## config.mk

```make
export PLATFORM = sky130hd
export DESIGN_NAME = sar_adc_conversion_control
export DESIGN_NICKNAME = d
export VERILOG_FILES = /design/src/design/adc_ctrl_pkg.sv /design/src/design/conv_link_if.sv /design/src/design/conv_sequencer.sv /design/src/design/sar_adc_conversion_control.sv
export SDC_FILE = /design/constraint.sdc
export NUM_CORES = 1
export LEC_CHECK = 0
export ABC_AREA = 1
export BUFFER_PORTS_ARGS = -buffer_cell sky130_fd_sc_hd__buf_2
export CAP_MARGIN = 5
export CORE_ASPECT_RATIO = 0.5
export CORE_MARGIN = 3
export CORE_UTILIZATION = 35
export DETAILED_ROUTE_END_ITERATION = 8
export PLACE_DENSITY = 0.52
export SLEW_MARGIN = 20
export SYNTH_ARGS = -nofsm -noshare
export SYNTH_HDL_FRONTEND = slang
export SYNTH_SLANG_ARGS = --single-unit
```

## constraint.sdc

```tcl
create_clock -name core_clk -period 4.7 [get_ports core_clk]
set_clock_uncertainty 0.2 [all_clocks]
set_input_delay 0.235 -clock core_clk [delete_from_list [all_inputs] [get_ports core_clk]]
set_output_delay 0.235 -clock core_clk [all_outputs]
set_load 0.01 [all_outputs]
```

## src/design/adc_ctrl_pkg.sv

```systemverilog
/*
 * Constants shared by the converter control block: register offsets,
 * field positions, reset values, timing counts and sequencer states.
 * Assumes an 8-bit special function register space.
 */
package adc_ctrl_pkg;
    // Register offsets in the special function register space.
    localparam logic [7:0] CONV_CONTROL_ADDR = 8'h00_C0;
    localparam logic [7:0] RESULT_LOW_ADDR   = 8'h00_C1;
    localparam logic [7:0] RESULT_HIGH_ADDR  = 8'h00_C2;
    localparam logic [7:0] PIN_SWITCH_ADDR   = 8'h00_C6;

    // Field positions of the conversion control register.
    localparam int CC_ENABLE_BIT   = 7;
    localparam int CC_EXT_BIT      = 5;
    localparam int CC_FLAG_BIT     = 4;
    localparam int CC_START_BIT    = 3;
    localparam int CC_CHAN_LSB     = 0;
    localparam int CHAN_WIDTH      = 3;

    // Field positions of the result low and clock select register.
    localparam int RL_CLKSEL_LSB   = 6;
    localparam int RESULT_WIDTH    = 10;
    localparam int RESULT_LOW_BITS = 2;

    // Reset values of the writable fields.
    localparam logic [7:0] CONTROL_RESET    = 8'h00_00;
    localparam logic [1:0] CLKSEL_RESET     = 2'h0;
    localparam logic [7:0] PIN_SWITCH_RESET = 8'h00_00;

    // Clock select codes; the last code is reserved.
    localparam logic [1:0] CLKSEL_DIV4  = 2'h0;
    localparam logic [1:0] CLKSEL_DIV8  = 2'h1;
    localparam logic [1:0] CLKSEL_DIV16 = 2'h2;

    // Conversion length in machine cycles and divider ratios.
    localparam int CONV_CYCLES = 50;
    localparam int DIV_SLOW    = 16;
    localparam int DIV_MID     = 8;
    localparam int DIV_FAST    = 4;

    // Sequencer states, Gray coded along idle, converting, finishing.
    typedef enum logic [1:0] {
        SEQ_IDLE   = 2'b00,
        SEQ_CONV   = 2'b01,
        SEQ_FINISH = 2'b11
    } seq_state_t;
endpackage

```

## src/design/conv_link_if.sv

```systemverilog
/*
 * Carrier between the register side and the conversion sequencer.
 * Assumes both ends run on the same clock and reset.
 */
`timescale 1ns/1ps
interface conv_link_if;
    logic       start;   // One-cycle request to begin converting.
    logic       abort;   // Level that stops a running conversion.
    logic [1:0] clkSel;  // Converter clock divider code.
    logic       busy;    // Sequencer is converting.
    logic       done;    // One-cycle pulse on the last cycle.

    modport ctrl (output start, output abort, output clkSel,
                  input busy, input done);
    modport seq  (input start, input abort, input clkSel,
                  output busy, output done);
endinterface

```

## src/design/conv_sequencer.sv

```systemverilog
/*
 * Conversion sequencer: times one conversion in machine cycles and
 * generates the divided converter clock.
 * Assumes start arrives only when idle; the owner filters requests.
 */
`timescale 1ns/1ps
module conv_sequencer
    import adc_ctrl_pkg::*;
#(
    parameter int CONV_LEN = CONV_CYCLES
) (
    input  wire logic  clk,
    input  wire logic  rstSyncN,
    conv_link_if.seq   link,
    output logic       adcClk
);
    // Width wide enough for the conversion length.
    localparam int CW = $clog2(CONV_LEN + 1);
    localparam logic [CW-1:0] LAST = CW'(CONV_LEN - 1);

    seq_state_t    state;     // Sequencer state.
    logic [CW-1:0] cnt;       // Machine cycles elapsed in the conversion.
    logic [3:0]    divCnt;    // Half-period counter of the converter clock.
    logic [3:0]    halfLen;   // Half period for the selected divider.

    // The finishing cycle is the last of the conversion window.
    assign link.busy = (state != SEQ_IDLE);
    assign link.done = (state == SEQ_FINISH);

    // Conversion timing; abort wins over everything else.
    always_ff @(posedge clk or negedge rstSyncN) begin
        if (!rstSyncN) begin
            state <= SEQ_IDLE;
            cnt   <= '0;
        end else if (link.abort) begin
            state <= SEQ_IDLE;
            cnt   <= '0;
        end else begin
            case (state)
                SEQ_IDLE: begin
                    if (link.start) begin
                        state <= SEQ_CONV;
                        cnt   <= CW'(1);
                    end
                end
                SEQ_CONV: begin
                    cnt <= cnt + CW'(1);
                    if (cnt == LAST) begin
                        state <= SEQ_FINISH;
                    end
                end
                SEQ_FINISH: begin
                    state <= SEQ_IDLE;
                    cnt   <= '0;
                end
                default: begin
                    state <= SEQ_IDLE;
                end
            endcase
        end
    end

    // Half period per code; the reserved code falls back to the slowest
    // ratio so a careless setting never overclocks the converter.
    always_comb begin
        case (link.clkSel)
            CLKSEL_DIV4:  halfLen = 4'(DIV_FAST / 2);
            CLKSEL_DIV8:  halfLen = 4'(DIV_MID / 2);
            CLKSEL_DIV16: halfLen = 4'(DIV_SLOW / 2);
            default:      halfLen = 4'(DIV_SLOW / 2);
        endcase
    end

    // Free running divider toggling the converter clock.
    always_ff @(posedge clk or negedge rstSyncN) begin
        if (!rstSyncN) begin
            divCnt <= '0;
            adcClk <= 1'b0;
        end else if (divCnt >= halfLen - 4'd1) begin
            divCnt <= '0;
            adcClk <= ~adcClk;
        end else begin
            divCnt <= divCnt + 4'd1;
        end
    end
endmodule

```

## src/design/sar_adc_conversion_control.sv

```systemverilog
/*
 * Register side of the successive approximation converter control:
 * the special function registers, start qualification, result capture
 * and the analog pin switch.
 * Assumes the core clock is the machine-cycle clock, the register port
 * and all inputs are synchronous to it, and the analog core presents a
 * settled result when the conversion window ends.
 */
`timescale 1ns/1ps
module sar_adc_conversion_control
    import adc_ctrl_pkg::*;
#(
    parameter int CONV_LEN = CONV_CYCLES
) (
    input  wire logic                         core_clk,
    input  wire logic                         rstn,
    input  wire logic [7:0]                   sfrAddr,
    input  wire logic                         sfrWrEn,
    input  wire logic                         sfrRdEn,
    input  wire logic [7:0]                   sfrWrData,
    output logic      [7:0]                   sfrRdData,
    input  wire logic                         external_start_pin,
    input  wire logic                         powerDown,
    input  wire logic [adc_ctrl_pkg::RESULT_WIDTH-1:0] anaResult,
    output logic                              anaEnable,
    output logic      [adc_ctrl_pkg::CHAN_WIDTH-1:0]   anaChannel,
    output logic                              anaConvert,
    output logic                              adcClk,
    output logic      [7:0]                   anaPinMode,
    output logic                              adcIrq
);
    import adc_ctrl_pkg::*;

    // Reset release chain.
    logic rstMeta;   // First stage, read only by the second.
    logic rstSyncN;  // Released reset used by all other logic.

    // Conversion control register fields.
    logic                  converter_enable;       // Converter on.
    logic                  external_start_enable;  // Start pin allowed.
    logic                  conversion_complete_flag; // Sticky done.
    logic                  conversion_start;       // Start and busy.
    logic [CHAN_WIDTH-1:0] channel_select;         // Input channel.

    // Other register contents.
    logic [1:0]              converter_clock_divider; // Divider code.
    logic [RESULT_WIDTH-1:0] result;                  // Last result.
    logic [7:0]              analog_pin_switch;       // Pin modes.

    // Start pin history for edge qualification.
    logic pinNow;   // Pin level at the end of this machine cycle.
    logic pinPrev;  // Pin level one machine cycle earlier.
    logic extEdge;  // Qualified rising edge.

    // Decoded write strobes.
    logic wrControl;  // Write to the control register.
    logic wrLow;      // Write to the result low register.
    logic wrPins;     // Write to the pin switch register.

    // Start qualification terms.
    logic swStart;    // Software asks for a start.
    logic startOk;    // A start may be accepted now.
    logic next_start; // Start accepted this cycle.

    // Link to the sequencer.
    conv_link_if link ();

    // Two-stage release of the asynchronous reset.
    always_ff @(posedge core_clk or negedge rstn) begin
        if (!rstn) begin
            rstMeta  <= 1'b0;
            rstSyncN <= 1'b0;
        end else begin
            rstMeta  <= 1'b1;
            rstSyncN <= rstMeta;
        end
    end

    // Address decode of the register port writes.
    assign wrControl = sfrWrEn && (sfrAddr == CONV_CONTROL_ADDR);
    assign wrLow     = sfrWrEn && (sfrAddr == RESULT_LOW_ADDR);
    assign wrPins    = sfrWrEn && (sfrAddr == PIN_SWITCH_ADDR);

    // The pin is synchronous, so one stage of history suffices; the
    // low and the high halves must each last a machine cycle.
    always_ff @(posedge core_clk or negedge rstSyncN) begin
        if (!rstSyncN) begin
            pinNow  <= 1'b0;
            pinPrev <= 1'b0;
        end else begin
            pinNow  <= external_start_pin;
            pinPrev <= pinNow;
        end
    end

    assign extEdge = pinNow && !pinPrev;

    // Software start is a write of one to the start bit.
    assign swStart = wrControl && sfrWrData[CC_START_BIT];

    // Gate every start on enable, idle, clear flag and no power-down.
    // A control write supplies the enable it carries, so a start written
    // with enable is accepted and one written with enable clear is not.
    always_comb begin
        startOk = wrControl ? sfrWrData[CC_ENABLE_BIT] : converter_enable;
        startOk = startOk && !conversion_start && !link.busy;
        startOk = startOk && !conversion_complete_flag;
        startOk = startOk && !powerDown;
        next_start = startOk && (swStart || (external_start_enable && extEdge));
    end

    // Enable, external start enable and channel are plain fields.
    always_ff @(posedge core_clk or negedge rstSyncN) begin
        if (!rstSyncN) begin
            converter_enable      <= CONTROL_RESET[CC_ENABLE_BIT];
            external_start_enable <= CONTROL_RESET[CC_EXT_BIT];
            channel_select        <= CONTROL_RESET[CC_CHAN_LSB +: CHAN_WIDTH];
        end else if (wrControl) begin
            converter_enable      <= sfrWrData[CC_ENABLE_BIT];
            external_start_enable <= sfrWrData[CC_EXT_BIT];
            channel_select        <= sfrWrData[CC_CHAN_LSB +: CHAN_WIDTH];
        end
    end

    // The start bit doubles as the busy indication seen by software.
    always_ff @(posedge core_clk or negedge rstSyncN) begin
        if (!rstSyncN) begin
            conversion_start <= CONTROL_RESET[CC_START_BIT];
        end else if (powerDown || (wrControl && !sfrWrData[CC_ENABLE_BIT])) begin
            conversion_start <= 1'b0;
        end else if (link.done) begin
            conversion_start <= 1'b0;
        end else if (next_start) begin
            conversion_start <= 1'b1;
        end
    end

    // Completion flag: hardware only sets it. A completion in the same
    // cycle as a software clear wins, so no result goes unannounced.
    always_ff @(posedge core_clk or negedge rstSyncN) begin
        if (!rstSyncN) begin
            conversion_complete_flag <= CONTROL_RESET[CC_FLAG_BIT];
        end else if (link.done && !powerDown) begin
            conversion_complete_flag <= 1'b1;
        end else if (wrControl && !sfrWrData[CC_FLAG_BIT]) begin
            conversion_complete_flag <= 1'b0;
        end
    end

    // Result capture happens on the same edge as flag and start change.
    always_ff @(posedge core_clk or negedge rstSyncN) begin
        if (!rstSyncN) begin
            result <= '0;
        end else if (link.done && !powerDown) begin
            result <= anaResult;
        end
    end

    // Clock select lives beside the result bits; writes there touch
    // only the divider.
    always_ff @(posedge core_clk or negedge rstSyncN) begin
        if (!rstSyncN) begin
            converter_clock_divider <= CLKSEL_RESET;
        end else if (wrLow) begin
            converter_clock_divider <= sfrWrData[RL_CLKSEL_LSB +: 2];
        end
    end

    // Pin switch register.
    always_ff @(posedge core_clk or negedge rstSyncN) begin
        if (!rstSyncN) begin
            analog_pin_switch <= PIN_SWITCH_RESET;
        end else if (wrPins) begin
            analog_pin_switch <= sfrWrData;
        end
    end

    // Registered read port; unmapped addresses read as zero and a
    // write to the result high register is simply not decoded.
    always_ff @(posedge core_clk or negedge rstSyncN) begin
        if (!rstSyncN) begin
            sfrRdData <= '0;
        end else if (sfrRdEn) begin
            case (sfrAddr)
                CONV_CONTROL_ADDR: begin
                    sfrRdData <= {converter_enable, 1'b0,
                                  external_start_enable,
                                  conversion_complete_flag,
                                  conversion_start, 1'b0,
                                  channel_select[1:0]} |
                                 {5'h00, channel_select[2], 2'h0};
                end
                RESULT_LOW_ADDR: begin
                    sfrRdData <= {converter_clock_divider, 4'h0,
                                  result[RESULT_LOW_BITS-1:0]};
                end
                RESULT_HIGH_ADDR: begin
                    sfrRdData <= result[RESULT_WIDTH-1:RESULT_LOW_BITS];
                end
                PIN_SWITCH_ADDR: begin
                    sfrRdData <= analog_pin_switch;
                end
                default: begin
                    sfrRdData <= '0;
                end
            endcase
        end
    end

    // Drives toward the analog core, all from flip-flops.
    always_ff @(posedge core_clk or negedge rstSyncN) begin
        if (!rstSyncN) begin
            anaEnable  <= 1'b0;
            anaChannel <= '0;
            anaConvert <= 1'b0;
            anaPinMode <= '0;
            adcIrq     <= 1'b0;
        end else begin
            anaEnable  <= converter_enable && !powerDown;
            anaChannel <= channel_select;
            anaConvert <= next_start || (link.busy && !link.done && !link.abort);
            anaPinMode <= analog_pin_switch;
            // Built from the flag's next value so request and flag switch together.
            // request follows flag
            adcIrq     <= (conversion_complete_flag && !(wrControl && !sfrWrData[CC_FLAG_BIT])) ||
                          (link.done && !powerDown);
        end
    end

    // Handshake into the sequencer.
    assign link.start  = next_start;
    assign link.abort  = powerDown || (wrControl && !sfrWrData[CC_ENABLE_BIT]);
    assign link.clkSel = converter_clock_divider;

    // Conversion timer and converter clock divider.
    conv_sequencer #(
        .CONV_LEN (CONV_LEN)
    ) u_seq (
        .clk      (core_clk),
        .rstSyncN (rstSyncN),
        .link     (link),
        .adcClk   (adcClk)
    );
endmodule

```

==> metrics.md <==
| Metric | Value |
|---|---|
| Postcts setup bufs | 0 |
| Number of synthesized flops with an enable pin | 0 |
| Cell area power density | 454 nW/µm² |
| Slew @ Worst Pin | 0.815 ns |
| Seq/Total Area, Yosys | 56.7% |
| Combinational group share of total power | 19.5% |
| Yosys cell types | 29 |
| Cells along the critical path | nor2_1 > inv_1 > ha_1 > xnor2_1 > ha_1 > nand2_1 > o21ai_0 > xor2_1 |
| Crit path max fanout | 5 |
| Post-Syn Instances | 308 |
| Relative slew slack | 45.7% |
| Sinks on Clock Net | 66 |
| Net switching fraction of the power | 29.1% |
| Dominant cell type by area after synthesis | dfrtp_1 |
| Top FF cell, synth | dfrtp_1 |
| Status | complete, no violations |
| Leak Pwr | 1.94 nW |
| Area after DPL | 3310 µm² |
| RD Place Congestion | 0.753 |
| Worst skew pair latency | 0.33 ns |
| Pint | 1.24 mW |
| Post-synth top cells | dfrtp_1, nand2_1, inv_1, nand3_1, nor2_1 |
| CTS HTree Levels | 3 |
| CP startpoint kind | flop |
| Worst path slowest cell | o21ai_0 |
| NetSw | 0.507 mW |
| HP Class | primary input to flop |
| Synth warn | 0 |
| Routed Wire Length | 6450 µm |
| Via count | 2340 |
| HPWL Detailed | 4530 µm |
| Routed vias/inst | 4.63 |
| Top sig layer | met4 |
| Largest net degree at the start of global routing | 65 |
| Gr ovfl total | 0 |
| First-pass GRT wire length | 11300 µm |
| Number of nets in the layout | 434 |
| Post-route minimum period | 2.20 ns |
| Placed insts | 467 |
| Core ar. | 7710 µm² |
| Final slew viol count | 0 |
| Final Power | 1.74 mW |
| Sum Neg Setup Slack | 0 ns |
| Clock share of power | 38.8% |
| VDD IR max | 0.247 mV |
| Fmax | 454 MHz |
| Slowest stage delay, CP | 0.46 ns |
| Die Area | 9520 µm² |
| M1 wire length | 2990 µm |
| CP arrival | 2.19 ns |
| DR WL/cell | 12.8 µm |
| Antenna violations before repair | 0 |
| Layout Utilization | 49.8% |
| Global-route usage over all layers | 15.1% |
| Count leader, synth | dfrtp_1 |
| Final hold violation count | 0 |
| Non-Filler Instances | 505 |
| Crit path max-delay family | adder cells |
| Initial Util | 37.8% |
| Number of diodes | 0 |
| DIE WIDTH | 135 µm |
| Vias in the first global route | 2345 |
| Resized cells post-CTS | 0 |
| Chip height | 70.5 µm |
| Required @ worst endpoint | 4.69 ns |
| CTS tree | done |
| Buffers & Inverters on Critical Path | 1 |
| CTS Buf Count | 9 |
| Clock Pin Slew Worst Setup and Hold Paths | 0.06 ns |
| Tcrit/Tclk final | 46.8% |
| Ys async rst share | 100% |
| Clock Path Buffers | 2 |
| Leading cell types by total area after synthesis | dfrtp_1, nand2_1, nand3_1 |
| Iter 0 DRT Violations | 129 |
| Mapped Nets | 350 |
| FF+latch count, synth | 66 |
| Unrepaired setup endpoints after global routing | no |
| Most used cell, CP | ha_1 |
| Post-DRT Antenna Nets | 0 |
| Netlist Area Pre-Place | 2910 µm² |
| Ratio of cells with drive above 1 in the final layout | 22.7% |
| Area Growth Syn to Fin | 31.6% |
| Routed wl met3 | 315 µm |
| DR DRC count | 0 |
| WL met2 | 3060 µm |
| Fin area | 3840 µm² |
| Final count of negative-setup-slack endpoints | 0 |
| Sequential Power Share | 41.8% |
| CP Capture Type | flop |
| Final hold slack | 0.0108 ns |
| Setup slack, reg-to-reg | 2.50 ns |
| # port buffers | 54 |
| Placement Setup Slack | 2.48 ns |
| Floorplan row count | 22 |
| Area share of the largest cell type after synthesis | 56.7% |
| Final worst-path setup slack | 2.50 ns |
| Post-Syn Area per Cell | 9.46 µm² |
| Top Ports | 55 |
| First-pass DRT Iterations | 5 |
| Max-cap violations | 0 |
| Root Driver | clkbuf_16 |
| Worst setup path class | flop to flop |
[cell usage in the layout, fill, tap and decap left out, types with 6 or more instances in the layout]
master	instances
nand2_1	62
clkbuf_16	9
ha_1	10
nor2_1	26
o21ai_0	20
a21oi_1	17
buf_2	54
inv_1	35
mux2_2	6
nand3_1	27
dfrtp_1	65
dlygate4sd3_1	22
[tightest hold or removal path, stage by stage]
cell and delay (ns):
buf_2 0.07, inv_1 0.06, o21ai_1 0.13
[cell type report]
cell class / count / area (µm²)
fillers: 760 / 3870
flip-flops and latches: 66 / 1650
inverters: 35 / 131
well taps: 108 / 135
clock inverters: 6 / 65.1
clock buffers: 10 / 239
repair buffers: 77 / 498
multi-input cells: 203 / 1110
[power by group through the flow]
stage          clock [mW]  sequential (mW)  combinational (mW)
3_3_place_gp            0            0.734               0.322
5_1_grt             0.724            0.740               0.399
2_1_floorplan           0            0.738               0.227
3_5_place_dp            0            0.737               0.331
6_report            0.676            0.728               0.339
4_1_cts             0.697            0.727               0.348
[routing by layer]
metal / track usage [%] / vias to the layer above
met5: 0 / -
met4: 5.47 / 0
met3: 5.11 / 11
met2: 24.0 / 43
met1: 19.5 / 1116
li1: - / 1170
[what timing repair did]
item                       in CTS  in global routing
hold buffers                   22                  0
setup endpoints to repair       0                  0
hold endpoints to repair       30                  0
[cell families after synthesis]
family | synth area share [%]
flops | 56.7
mux | 2.32
other cells | 0.129
fa+ha+maj | 4.29
compound gates | 8.46
simple gates | 21.0
xor+xnor | 2.10
buf+inv | 5.07
[worst paths after layout]
kind                                         to                        from  depth (start not counted)
max                                u_seq.adcClk  converter_clock_divider[0]                          8
min                        analog_pin_switch[7]                sfrWrData[7]                          3
max reg2reg                        u_seq.adcClk  converter_clock_divider[0]                          8
min reg2reg                            rstSyncN                     rstMeta                          0
max in group asynchronous         anaPinMode[4]                    rstSyncN                          1
min in group asynchronous         anaPinMode[3]                    rstSyncN                          1
[state kept, by name, indices dropped and copies added, names as in the netlist, 2 cells and up]
name,count
result,10
u_seq.state,2
sfrRdData,8
u_seq.cnt,6
anaChannel,3
converter_clock_divider,2
analog_pin_switch,8
anaPinMode,8
u_seq.divCnt,4
channel_select,3
Power figures use the tool's default switching activity.
